$ cat config.mk
export PLATFORM = sky130hd
export DESIGN_NAME = diag_ctrl
export DESIGN_NICKNAME = d
export VERILOG_FILES = /design/src/diag_ctrl_pkg.sv /design/src/diag_ctrl.sv /design/src/insertion_mask.sv
export SDC_FILE = /design/constraint.sdc
export NUM_CORES = 1
export LEC_CHECK = 0
export BUFFER_PORTS_ARGS = -buffer_cell sky130_fd_sc_hd__buf_4
export CAP_MARGIN = 20
export CELL_PAD_IN_SITES_DETAIL_PLACEMENT = 0
export CELL_PAD_IN_SITES_GLOBAL_PLACEMENT = 1
export CORE_MARGIN = 1
export CORE_UTILIZATION = 30
export CTS_BUF_LIST = sky130_fd_sc_hd__clkbuf_2
export DETAILED_ROUTE_END_ITERATION = 8
export PLACE_DENSITY = 0.81
export SYNTH_ARGS = -nofsm -noshare
export SYNTH_HDL_FRONTEND = slang
export SYNTH_SLANG_ARGS = --single-unit
$ cat constraint.sdc
create_clock -name i_clk_sys -period 2.88 [get_ports i_clk_sys]
set_input_delay 0.576 -clock i_clk_sys [delete_from_list [all_inputs] [get_ports i_clk_sys]]
set_output_delay 0.576 -clock i_clk_sys [all_outputs]
set_load 0.02 [all_outputs]
$ cat src/diag_ctrl_pkg.sv
// package: offsets, field layout, reset values and state types of the diagnostic control bytes
package diag_ctrl_pkg;

    ////////////////////////////////////////////////////////////////////////////////
    // register map
    localparam logic [7:0] CHIP_CTRL_OFF     = 8'h40;
    localparam int         BHV_LANE          = 0;
    localparam int         DIAG_LANE         = 1;
    localparam int         WDC_BIT           = 1;
    localparam int         PF_DIS_BIT        = 4;
    localparam int         LIVE_BIT          = 5;
    localparam int         CHIP_RST_BIT      = 8;
    localparam int         TEST_LSB          = 9;
    localparam logic [7:0] BHV_RESET         = 8'h00;
    localparam logic [7:0] DIAG_RESET        = 8'h00;
    localparam logic [1:0] TEST_NORMAL       = 2'h0;
    localparam logic [1:0] TEST_BYTE1        = 2'h1;
    localparam logic [1:0] TEST_BYTE2        = 2'h2;
    localparam logic [1:0] TEST_BYTE0        = 2'h3;

    ////////////////////////////////////////////////////////////////////////////////
    // timing
    localparam int         CLK_PERIOD_NS     = 100;
    localparam int         CHIP_RST_NS       = 1600;
    localparam int         CHIP_RST_CYCLES   = (CHIP_RST_NS + CLK_PERIOD_NS - 1) / CLK_PERIOD_NS;
    localparam int         CHIP_RST_CW       = 8;

    ////////////////////////////////////////////////////////////////////////////////
    // pci command codes for upstream reads and address boundaries
    localparam logic [3:0] CMD_MEM_READ      = 4'h6;
    localparam logic [3:0] CMD_MEM_READ_MULT = 4'hC;
    localparam logic [3:0] CMD_MEM_READ_LINE = 4'hE;
    localparam logic [9:0] DW_4K_LAST        = 10'h3FF;

    ////////////////////////////////////////////////////////////////////////////////
    // state types
    typedef enum logic [0:0] {CR_IDLE, CR_BUSY} chip_rst_e;

    typedef struct packed {
        chip_rst_e              st;
        logic [CHIP_RST_CW-1:0] rst_cnt;
        logic                   wdc;
        logic                   pf_dis;
        logic                   live;
        logic [1:0]             test_mode;
        logic [31:0]            rdata;
        logic                   rvalid;
        logic                   mw_disc;
        logic                   ur_prefetch;
        logic                   ur_single;
        logic                   ur_disc_first;
        logic [3:0]             ur_be_n;
        logic                   sec_rst_n;
        logic                   sec_if_reset;
        logic                   chip_rst_active;
        logic                   cfg_clear;
        logic                   sec_set;
        logic [2:0]             cnt_byte_en;
    } diag_state_s;

    localparam diag_state_s DIAG_STATE_RESET = '{st: CR_IDLE, sec_rst_n: 1'b1,
                                                 cnt_byte_en: 3'h7, ur_be_n: 4'hF,
                                                 default: '0};

    typedef struct packed {
        logic sync1;
        logic sync2;
        logic masked;
        logic io_en;
        logic mem_en;
        logic mst_en;
    } ins_state_s;

endpackage

$ cat src/diag_ctrl.sv
// module: bridge behaviour and diagnostic control bytes at configuration dword 0x40
`timescale 1ns/1ns
module diag_ctrl #(
    parameter int CHIP_RST_CYCLES = diag_ctrl_pkg::CHIP_RST_CYCLES
) (
    // clock and reset
    input  wire logic        i_clk_sys,
    input  wire logic        i_rstn,
    // configuration access
    input  wire logic        i_cfg_wr,
    input  wire logic        i_cfg_rd,
    input  wire logic [7:0]  i_cfg_addr,
    input  wire logic [3:0]  i_primary_cmd_byte_enable_n,
    input  wire logic [31:0] i_cfg_wdata,
    output logic [31:0]      o_cfg_rdata,
    output logic             o_cfg_rvalid,
    // memory write target
    input  wire logic        i_mw_data_xfer,
    input  wire logic        i_mw_queue_full,
    input  wire logic [11:2] i_mw_addr,
    input  wire logic [7:0]  i_cache_line_dw,
    output logic             o_mw_disconnect,
    // upstream memory read
    input  wire logic        i_ur_start,
    input  wire logic [3:0]  i_ur_cmd,
    input  wire logic [3:0]  i_ur_be_n,
    output logic             o_ur_prefetch,
    output logic             o_ur_single_dword,
    output logic             o_ur_disconnect_first,
    output logic [3:0]       o_ur_fwd_be_n,
    // live insertion
    input  wire logic        i_insert_sense,
    input  wire logic        i_sense_input_only,
    input  wire logic        i_cmd_io_en,
    input  wire logic        i_cmd_mem_en,
    input  wire logic        i_cmd_master_en,
    output logic             o_io_en,
    output logic             o_mem_en,
    output logic             o_master_en,
    output logic             o_refuse_io_mem,
    // resets
    input  wire logic        i_bctl_sec_reset,
    output logic             o_bctl_sec_reset_set,
    output logic             o_sec_rst_n,
    output logic             o_sec_if_reset,
    output logic             o_chip_rst_active,
    output logic             o_cfg_regs_clear,
    // counter test
    output logic [2:0]       o_cnt_byte_en
);

    localparam int              RST_CW = diag_ctrl_pkg::CHIP_RST_CW;
    diag_ctrl_pkg::diag_state_s q;
    diag_ctrl_pkg::diag_state_s d;
    logic                       hit;
    logic                       wr_bhv;
    logic                       wr_diag;
    logic                       b4k;
    logic                       bcl;
    logic                       plain_rd;
    logic [31:0]                rd_word;
    logic [31:0]                lane_mask;

    ////////////////////////////////////////////////////////////////////////////////
    // decoders

    // 00 all bytes, 01 byte 1, 10 byte 2, 11 byte 0
    function automatic logic [2:0] test_decode(input logic [1:0] mode);
        case (mode)
            diag_ctrl_pkg::TEST_NORMAL: test_decode = 3'h7;
            diag_ctrl_pkg::TEST_BYTE1:  test_decode = 3'h2;
            diag_ctrl_pkg::TEST_BYTE2:  test_decode = 3'h4;
            diag_ctrl_pkg::TEST_BYTE0:  test_decode = 3'h1;
            default:                    test_decode = 3'h7;
        endcase
    endfunction

    // line size must be a power of two; zero means no cache line disconnects
    function automatic logic line_end(input logic [7:0] dw, input logic [7:0] size);
        line_end = (size != 8'h00) && ((dw & (size - 8'h01)) == (size - 8'h01));
    endfunction

    ////////////////////////////////////////////////////////////////////////////////
    always_comb begin
        d          = q;
        d.rvalid   = 1'b0;
        d.cfg_clear = 1'b0;
        d.sec_set  = 1'b0;
        hit        = (i_cfg_addr[7:2] == diag_ctrl_pkg::CHIP_CTRL_OFF[7:2]);
        // writes are dropped while the chip reset sequence runs
        wr_bhv     = i_cfg_wr & hit & ~i_primary_cmd_byte_enable_n[diag_ctrl_pkg::BHV_LANE]
                     & (q.st == diag_ctrl_pkg::CR_IDLE);
        wr_diag    = i_cfg_wr & hit & ~i_primary_cmd_byte_enable_n[diag_ctrl_pkg::DIAG_LANE]
                     & (q.st == diag_ctrl_pkg::CR_IDLE);

        if (wr_bhv) begin
            // only the three defined bits take a value
            d.wdc    = i_cfg_wdata[diag_ctrl_pkg::WDC_BIT];
            d.pf_dis = i_cfg_wdata[diag_ctrl_pkg::PF_DIS_BIT];
            d.live   = i_cfg_wdata[diag_ctrl_pkg::LIVE_BIT];
        end
        if (wr_diag) begin
            d.test_mode = i_cfg_wdata[diag_ctrl_pkg::TEST_LSB +: 2];
        end

        case (q.st)
            diag_ctrl_pkg::CR_IDLE: begin
                // a zero in the reset bit leaves the sequencer alone
                if (wr_diag && i_cfg_wdata[diag_ctrl_pkg::CHIP_RST_BIT]) begin
                    d.st        = diag_ctrl_pkg::CR_BUSY;
                    d.rst_cnt   = RST_CW'(CHIP_RST_CYCLES - 1);
                    d.sec_set   = 1'b1;
                    d.wdc       = diag_ctrl_pkg::BHV_RESET[diag_ctrl_pkg::WDC_BIT];
                    d.pf_dis    = diag_ctrl_pkg::BHV_RESET[diag_ctrl_pkg::PF_DIS_BIT];
                    d.live      = diag_ctrl_pkg::BHV_RESET[diag_ctrl_pkg::LIVE_BIT];
                    d.test_mode = diag_ctrl_pkg::DIAG_RESET[1:0];
                end
            end
            diag_ctrl_pkg::CR_BUSY: begin
                if (q.rst_cnt == '0) begin
                    d.st        = diag_ctrl_pkg::CR_IDLE;
                    d.cfg_clear = 1'b1;
                end else begin
                    d.rst_cnt = q.rst_cnt - RST_CW'(1);
                end
            end
            default: begin
                d.st = diag_ctrl_pkg::CR_IDLE;
            end
        endcase

        // configuration read, lanes not enabled read zero
        rd_word   = '0;
        rd_word[diag_ctrl_pkg::WDC_BIT]      = q.wdc;
        rd_word[diag_ctrl_pkg::PF_DIS_BIT]   = q.pf_dis;
        rd_word[diag_ctrl_pkg::LIVE_BIT]     = q.live;
        rd_word[diag_ctrl_pkg::CHIP_RST_BIT] = (q.st == diag_ctrl_pkg::CR_BUSY);
        rd_word[diag_ctrl_pkg::TEST_LSB +: 2] = q.test_mode;
        lane_mask = {{8{~i_primary_cmd_byte_enable_n[3]}}, {8{~i_primary_cmd_byte_enable_n[2]}},
                     {8{~i_primary_cmd_byte_enable_n[1]}}, {8{~i_primary_cmd_byte_enable_n[0]}}};
        if (i_cfg_rd) begin
            d.rvalid = 1'b1;
            d.rdata  = hit ? (rd_word & lane_mask) : '0;
        end

        // memory write disconnect points
        b4k       = (i_mw_addr == diag_ctrl_pkg::DW_4K_LAST);
        bcl       = line_end(i_mw_addr[9:2], i_cache_line_dw);
        d.mw_disc = i_mw_data_xfer & (i_mw_queue_full | b4k | (q.wdc & bcl));

        // upstream read handling, latched per transaction
        plain_rd = (i_ur_cmd == diag_ctrl_pkg::CMD_MEM_READ);
        if (i_ur_start) begin
            d.ur_single     = q.pf_dis & plain_rd;
            d.ur_prefetch   = ~(q.pf_dis & plain_rd);
            d.ur_disc_first = q.pf_dis & plain_rd;
            // with prefetch the bridge reads whole dwords
            d.ur_be_n       = (q.pf_dis & plain_rd) ? i_ur_be_n : 4'h0;
        end

        // secondary reset follows the control bit, held up by a running chip reset
        d.chip_rst_active = (d.st == diag_ctrl_pkg::CR_BUSY);
        d.sec_rst_n = ~(i_bctl_sec_reset | d.sec_set | d.chip_rst_active);
        d.sec_if_reset    = ~d.sec_rst_n;
        d.cnt_byte_en     = test_decode(d.test_mode);
    end

    always_ff @(posedge i_clk_sys) begin
        if (!i_rstn) begin
            q <= diag_ctrl_pkg::DIAG_STATE_RESET;
        end else begin
            q <= d;
        end
    end

    ////////////////////////////////////////////////////////////////////////////////
    // live insertion masking
    insertion_mask u_insertion_mask (
        .i_clk_sys          (i_clk_sys),
        .i_rstn             (i_rstn),
        .i_live_mode        (q.live),
        .i_sense_input_only (i_sense_input_only),
        .i_insert_sense     (i_insert_sense),
        .i_cmd_io_en        (i_cmd_io_en),
        .i_cmd_mem_en       (i_cmd_mem_en),
        .i_cmd_master_en    (i_cmd_master_en),
        .o_io_en            (o_io_en),
        .o_mem_en           (o_mem_en),
        .o_master_en        (o_master_en),
        .o_refuse_io_mem    (o_refuse_io_mem)
    );

    ////////////////////////////////////////////////////////////////////////////////
    // outputs
    assign o_cfg_rdata           = q.rdata;
    assign o_cfg_rvalid          = q.rvalid;
    assign o_mw_disconnect       = q.mw_disc;
    assign o_ur_prefetch         = q.ur_prefetch;
    assign o_ur_single_dword     = q.ur_single;
    assign o_ur_disconnect_first = q.ur_disc_first;
    assign o_ur_fwd_be_n         = q.ur_be_n;
    assign o_bctl_sec_reset_set  = q.sec_set;
    assign o_sec_rst_n           = q.sec_rst_n;
    assign o_sec_if_reset        = q.sec_if_reset;
    assign o_chip_rst_active     = q.chip_rst_active;
    assign o_cfg_regs_clear      = q.cfg_clear;
    assign o_cnt_byte_en         = q.cnt_byte_en;

    ////////////////////////////////////////////////////////////////////////////////
    // checks
    rsvd_read_zero_a: assert property (@(posedge i_clk_sys) disable iff (!i_rstn)
        o_cfg_rvalid |-> ((o_cfg_rdata & 32'hFFFF_F8CD) == 32'h0000_0000))
        else $error("reserved bit read nonzero");
    // a chip reset start clears lane 0 on purpose, so it is left out here
    lane_skip_a: assert property (@(posedge i_clk_sys) disable iff (!i_rstn)
        i_cfg_wr && hit && i_primary_cmd_byte_enable_n[0]
        && !(wr_diag && i_cfg_wdata[diag_ctrl_pkg::CHIP_RST_BIT])
        |=> $stable(q.wdc) && $stable(q.live))
        else $error("lane 0 written without its enable");
    zero_no_reset_a: assert property (@(posedge i_clk_sys) disable iff (!i_rstn)
        (q.st == diag_ctrl_pkg::CR_IDLE) && wr_diag && !i_cfg_wdata[diag_ctrl_pkg::CHIP_RST_BIT]
        |=> !o_chip_rst_active)
        else $error("chip reset started by a zero");
    rst_seq_len_a: assert property (@(posedge i_clk_sys) disable iff (!i_rstn)
        $fell(o_chip_rst_active) |-> $past(o_chip_rst_active, CHIP_RST_CYCLES)
        && !$past(o_chip_rst_active, CHIP_RST_CYCLES + 1))
        else $error("chip reset shorter than expected");
    self_clear_a: assert property (@(posedge i_clk_sys) disable iff (!i_rstn)
        $fell(o_chip_rst_active) |-> o_cfg_regs_clear && !q.wdc && (q.test_mode == 2'h0))
        else $error("chip reset end without clear");
    sec_with_chip_a: assert property (@(posedge i_clk_sys) disable iff (!i_rstn)
        $rose(o_chip_rst_active) |-> o_bctl_sec_reset_set && !o_sec_rst_n)
        else $error("secondary reset not raised by chip reset");
    sec_follow_a: assert property (@(posedge i_clk_sys) disable iff (!i_rstn)
        $past(i_rstn) && !o_chip_rst_active && !o_bctl_sec_reset_set
        |-> (o_sec_rst_n == !$past(i_bctl_sec_reset)))
        else $error("secondary reset not following bit");
    wdc_cl_a: assert property (@(posedge i_clk_sys) disable iff (!i_rstn)
        i_mw_data_xfer && !i_mw_queue_full && !b4k && bcl |=> (o_mw_disconnect == $past(q.wdc)))
        else $error("cache line disconnect wrong");
    pf_line_a: assert property (@(posedge i_clk_sys) disable iff (!i_rstn)
        i_ur_start && !plain_rd |=> o_ur_prefetch && !o_ur_disconnect_first)
        else $error("line read lost prefetch");
    pf_off_a: assert property (@(posedge i_clk_sys) disable iff (!i_rstn)
        i_ur_start && plain_rd && q.pf_dis
        |=> o_ur_single_dword && o_ur_disconnect_first && (o_ur_fwd_be_n == $past(i_ur_be_n)))
        else $error("single dword read handling wrong");
    test_sel_a: assert property (@(posedge i_clk_sys) disable iff (!i_rstn)
        (q.test_mode == 2'h3) |-> (o_cnt_byte_en == 3'h1))
        else $error("test mode decode wrong");
    test_norm_a: assert property (@(posedge i_clk_sys) disable iff (!i_rstn)
        (q.test_mode == 2'h0) |-> (o_cnt_byte_en == 3'h7))
        else $error("normal mode decode wrong");

    ////////////////////////////////////////////////////////////////////////////////
    // answer timing and further checks; a stale answer would be taken as fresh data by the initiator
    rd_answer_a: assert property (@(posedge i_clk_sys) disable iff (!i_rstn)
        i_cfg_rd |=> o_cfg_rvalid)
        else $error("read not answered");
    rd_only_a: assert property (@(posedge i_clk_sys) disable iff (!i_rstn)
        o_cfg_rvalid |-> $past(i_cfg_rd))
        else $error("answer without read");
    miss_zero_a: assert property (@(posedge i_clk_sys) disable iff (!i_rstn)
        i_cfg_rd && !hit |=> (o_cfg_rdata == 32'h0000_0000))
        else $error("unmapped read nonzero");
    pf_on_a: assert property (@(posedge i_clk_sys) disable iff (!i_rstn)
        i_ur_start && !q.pf_dis
        |=> o_ur_prefetch && !o_ur_single_dword && (o_ur_fwd_be_n == 4'h0))
        else $error("prefetching read handling wrong");
    ur_hold_a: assert property (@(posedge i_clk_sys) disable iff (!i_rstn)
        !i_ur_start |=> $stable(o_ur_fwd_be_n) && $stable(o_ur_prefetch))
        else $error("read handling changed without start");
    clear_pulse_a: assert property (@(posedge i_clk_sys) disable iff (!i_rstn)
        o_cfg_regs_clear |=> !o_cfg_regs_clear)
        else $error("clear pulse too long");
    full_disc_a: assert property (@(posedge i_clk_sys) disable iff (!i_rstn)
        i_mw_data_xfer && i_mw_queue_full |=> o_mw_disconnect)
        else $error("no disconnect on full queue");
    page_disc_a: assert property (@(posedge i_clk_sys) disable iff (!i_rstn)
        i_mw_data_xfer && b4k |=> o_mw_disconnect)
        else $error("no disconnect at page end");
    idle_disc_a: assert property (@(posedge i_clk_sys) disable iff (!i_rstn)
        !i_mw_data_xfer |=> !o_mw_disconnect)
        else $error("disconnect without data phase");
    chip_sec_a: assert property (@(posedge i_clk_sys) disable iff (!i_rstn)
        o_chip_rst_active |-> !o_sec_rst_n && o_sec_if_reset)
        else $error("secondary side free during chip reset");

endmodule // diag_ctrl

$ cat src/insertion_mask.sv
// module: insertion-sense synchroniser and masking of the forwarding enables
`timescale 1ns/1ns
module insertion_mask (
    // clock and reset
    input  wire logic i_clk_sys,
    input  wire logic i_rstn,
    // control
    input  wire logic i_live_mode,
    input  wire logic i_sense_input_only,
    input  wire logic i_insert_sense,
    // stored command enables
    input  wire logic i_cmd_io_en,
    input  wire logic i_cmd_mem_en,
    input  wire logic i_cmd_master_en,
    // effective enables
    output logic      o_io_en,
    output logic      o_mem_en,
    output logic      o_master_en,
    output logic      o_refuse_io_mem
);

    diag_ctrl_pkg::ins_state_s q;
    diag_ctrl_pkg::ins_state_s d;
    logic                      mask;

    ////////////////////////////////////////////////////////////////////////////////
    always_comb begin
        d       = q;
        d.sync1 = i_insert_sense;
        d.sync2 = q.sync1;
        // level sensitive, so enables come back three cycles after the pin drops
        mask     = i_live_mode & i_sense_input_only & q.sync2;
        d.masked = mask;
        d.io_en  = i_cmd_io_en & ~mask;
        d.mem_en = i_cmd_mem_en & ~mask;
        d.mst_en = i_cmd_master_en & ~mask;
    end

    always_ff @(posedge i_clk_sys) begin
        if (!i_rstn) begin
            q <= '0;
        end else begin
            q <= d;
        end
    end

    assign o_io_en         = q.io_en;
    assign o_mem_en        = q.mem_en;
    assign o_master_en     = q.mst_en;
    assign o_refuse_io_mem = q.masked;

    ////////////////////////////////////////////////////////////////////////////////
    no_mask_off_a: assert property (@(posedge i_clk_sys) disable iff (!i_rstn)
        $past(i_rstn) && !$past(i_live_mode)
        |-> (o_io_en == $past(i_cmd_io_en)) && !o_refuse_io_mem)
        else $error("enable masked while live insertion is off");
    mask_forces_a: assert property (@(posedge i_clk_sys) disable iff (!i_rstn)
        o_refuse_io_mem |-> !o_io_en && !o_mem_en && !o_master_en)
        else $error("enable seen while masked");

endmodule // insertion_mask

==> results.toml <==
[synth]
synth_most_common_cell = "dfxtp_1"
synth_area_leader_cell = "dfxtp_1"
netlist_instances = 228
async_flop_share_pct = 0
ys_ff_latch = 41
synthesis.area_um2 = 2067
synth_edf_count = 0
synth_area_leaders = "dfxtp_1, buf_4, ha_1"
synth_xor_area_share_pct = 3.390
synth_fa_ha_area_share_pct = 3.632
yosys_warnings = 0
synth_top_family_by_area = "simple AND/OR/NAND/NOR gates"
synthMuxAreaShare_pct = 1.453
yosys.area.top_type_share_pct = 39.71
synth_cell_types = 40
synth_compound_area_share_pct = 11.56
yosysSeqAreaShare_pct = 39.71
syn-mean-instance-area_um2 = 9.066
synth_flop_cell = "dfxtp_1"
yosys.area_share.simple_pct = 22.82
synth_top_cells_by_count = "dfxtp_1, buf_4, nor2_1, a21oi_1"

[timing]
hold_violations = 0
fin_crit_sh_pct = 73.70
max_freq_mhz = 471.1
period_needed_ps = 2123
setup_ws_ps = 757.4
rsz0062_at_grt = "false"
slew_violations = 0
fin_skew_ps = 7.624
tns_ps = 0
slew_headroom_pct = 52.86
setup_violations = 0
worst_pin_slew_ps = 706.3

[worst_setup_path]
cp.required_ps = 3190
reg2reg_depth = 7
path_max_fanout = 5
crit_arrival_ps = 2440
reg2reg_slack_ps = 820
startpoint_type = "input pin"
reg2reg_from = "o_chip_rst_active$_SDFF_PN0_"
r2r-end = "o_cnt_byte_en[1]$_SDFF_PN1_"
end_kind = "flop"
crit_type = "input pin to flop"

[clocking]
post_cts_buffers = 0
ctsHoldBuffers = 0
clock_latency_ps = 400
clockRootBuffer = "clkbuf_2"
cts.path.max_buffers = 2
numCtsBuffers = 5
cts_resized = 0
clk_pin_slew_ps = 200
clock_sinks = 41
cts_htree_levels = 2
cts_tree = "done"

[global_routing]
overflow = 0
grt_max_degree = 23
antenna_found_initial = 0
grt_use_total_pct = 12.63
grt_pass1_vias = 1643
grt_pass1_wl_mm = 7.279

[worst_hold_path]
hold_start = "i_bctl_sec_reset"
holdCritPathClass = "input pin to flop"
whs_path_depth = 2
min_to = "o_sec_rst_n$_SDFF_PN1_"

[finish]
nets = 384
area.sequential_um2 = 820.8
fill_cells = 656
multi_input_area_um2 = 983.4
antenna_cells = 0
final_core_utilization_pct = 40.07
area_delta_synth_final_pct = 25.91
drive_above_1_share_pct = 31.76

[detailed_routing]
wl_per_cell_um = 11.92
first_iter_violations = 62
drc = 0
vias = 1713
firstDrtPassIters = 4
ant_nets = 0
drt_wl_total_mm = 4.445
viasPerCell = 4.592

[placed_design]
io_buffers = 79
gp_congestion = 0.7355
dp_hpwl_mm = 3.469
pre_cts_ws_ps = 314.8

[power]
powerDensity_nw_per_um2 = 416.0
peakVddDrop_mv = 0.2425
p_leak_uw = 0.001165

[floorplan]
num_io_pins = 136
die_width_um = 85.01
die_area_um2 = 7226
core.rowCount = 29
start_util_pct = 31.82
die_h_um = 85.01
coreArea_um2 = 6495

[run]
cap_viol_max_count = 0

[outcome]
status = "completed"
==> cells by family after synthesis <==
logic type      Yosys count
xor+xnor                  8
simple gates             80
other cells               1
flops                    41
compound gates           34
fa+ha+maj                 6
mux                       3
buf+inv                  55
==> state kept, by name, indices dropped and copies added, names as in the netlist, 3 cells and up <==
signal,flops
o_cfg_rdata,6
o_cnt_byte_en,3
q,13
o_ur_fwd_be_n,4
==> power by group <==
| part | internal (uW) | leakage, uW | total, uW | switching, uW |
|---|---|---|---|---|
| clock | 148 | 0.0000406 | 335 | 187 |
| combinational | 74.3 | 0.000790 | 163 | 88.3 |
| sequential | 580 | 0.000334 | 585 | 4.67 |
==> worst max-delay path, cell delays in order <==
cell,delay (ps)
buf_4,110
nor4_1,360
nor4b_4,380
nor2b_1,90
a31oi_1,320
inv_1,80
ha_1,200
or3_1,330
==> worst max path at each step <==
stage	slack [ps]	cells after the start	from	end
after floorplan	620	7	i_cfg_addr[3]	o_cnt_byte_en[1]$_SDFF_PN1_
after global placement	340	8	i_cfg_addr[3]	o_cnt_byte_en[1]$_SDFF_PN1_
after detailed placement	310	8	i_cfg_addr[3]	o_cnt_byte_en[1]$_SDFF_PN1_
after CTS	760	8	i_cfg_addr[3]	o_cnt_byte_en[1]$_SDFF_PN1_
after global routing	630	8	i_cfg_addr[3]	o_cnt_byte_en[1]$_SDFF_PN1_
final	760	8	i_cfg_addr[3]	o_cnt_byte_en[1]$_SDFF_PN1_
==> stage by stage <==
| stage | total power [uW] | hold slack [ps] | cells | instance area (um2) |
|---|---|---|---|---|
| 2_1_floorplan | 705.2 | 411.9 | 253 | 2161 |
| 3_3_place_gp | 757.3 | 425.8 | 365 | 2539 |
| 3_5_place_dp | 759.0 | 426.9 | 365 | 2539 |
| 4_1_cts | 1094 | 343.0 | 373 | 2603 |
| 5_1_grt | 1132 | 315.2 | 373 | 2603 |
| 6_report | 1083 | 352.5 | 373 | 2603 |
==> cell usage in the layout, fill, tap and decap left out, types with 2 or more instances in the layout <==
cell      Yosys  final
a21oi_1      13     13
a221o_1       4      4
a31oi_1       4      4
and2_1        3      3
and3_1        5      5
buf_4        40     80
clkbuf_2      0      6
conb_1        1     26
dfxtp_1      41     41
ha_1          6      6
inv_1        10     10
mux2i_1       3      3
nand2_1       9      9
nand2b_1     10     10
nand3_1       7      7
nand4_1       2      2
nor2_1       18     18
nor2b_1       2      2
nor3_1        2      2
nor3b_1       2      2
nor4_1        5      5
o211ai_1      2      2
o21ai_0       4      4
o31ai_1       2      2
or3_1         5      5
or4_1         2      2
xnor2_1       8      8
==> layout make-up <==
cell class                 count  area share (%)
multi-input combinational    157           37.79
tap                           77           3.702
clock inverter                 2           1.298
sequential                    41           31.54
inverter                      10           1.442
timing repair buffer          80           23.08
clock buffer                   6           1.154
==> metal layers <==
metal / routed length, um / up-vias / global-route usage [%]
li1: - / 854 / -
met1: 2046 / 754 / 15.74
met2: 1902 / 95 / 20.31
met3: 420 / 10 / 4.183
met4: 75 / 0 / 4.622
met5: 0 / - / 0
Power figures use the tool's default switching activity.
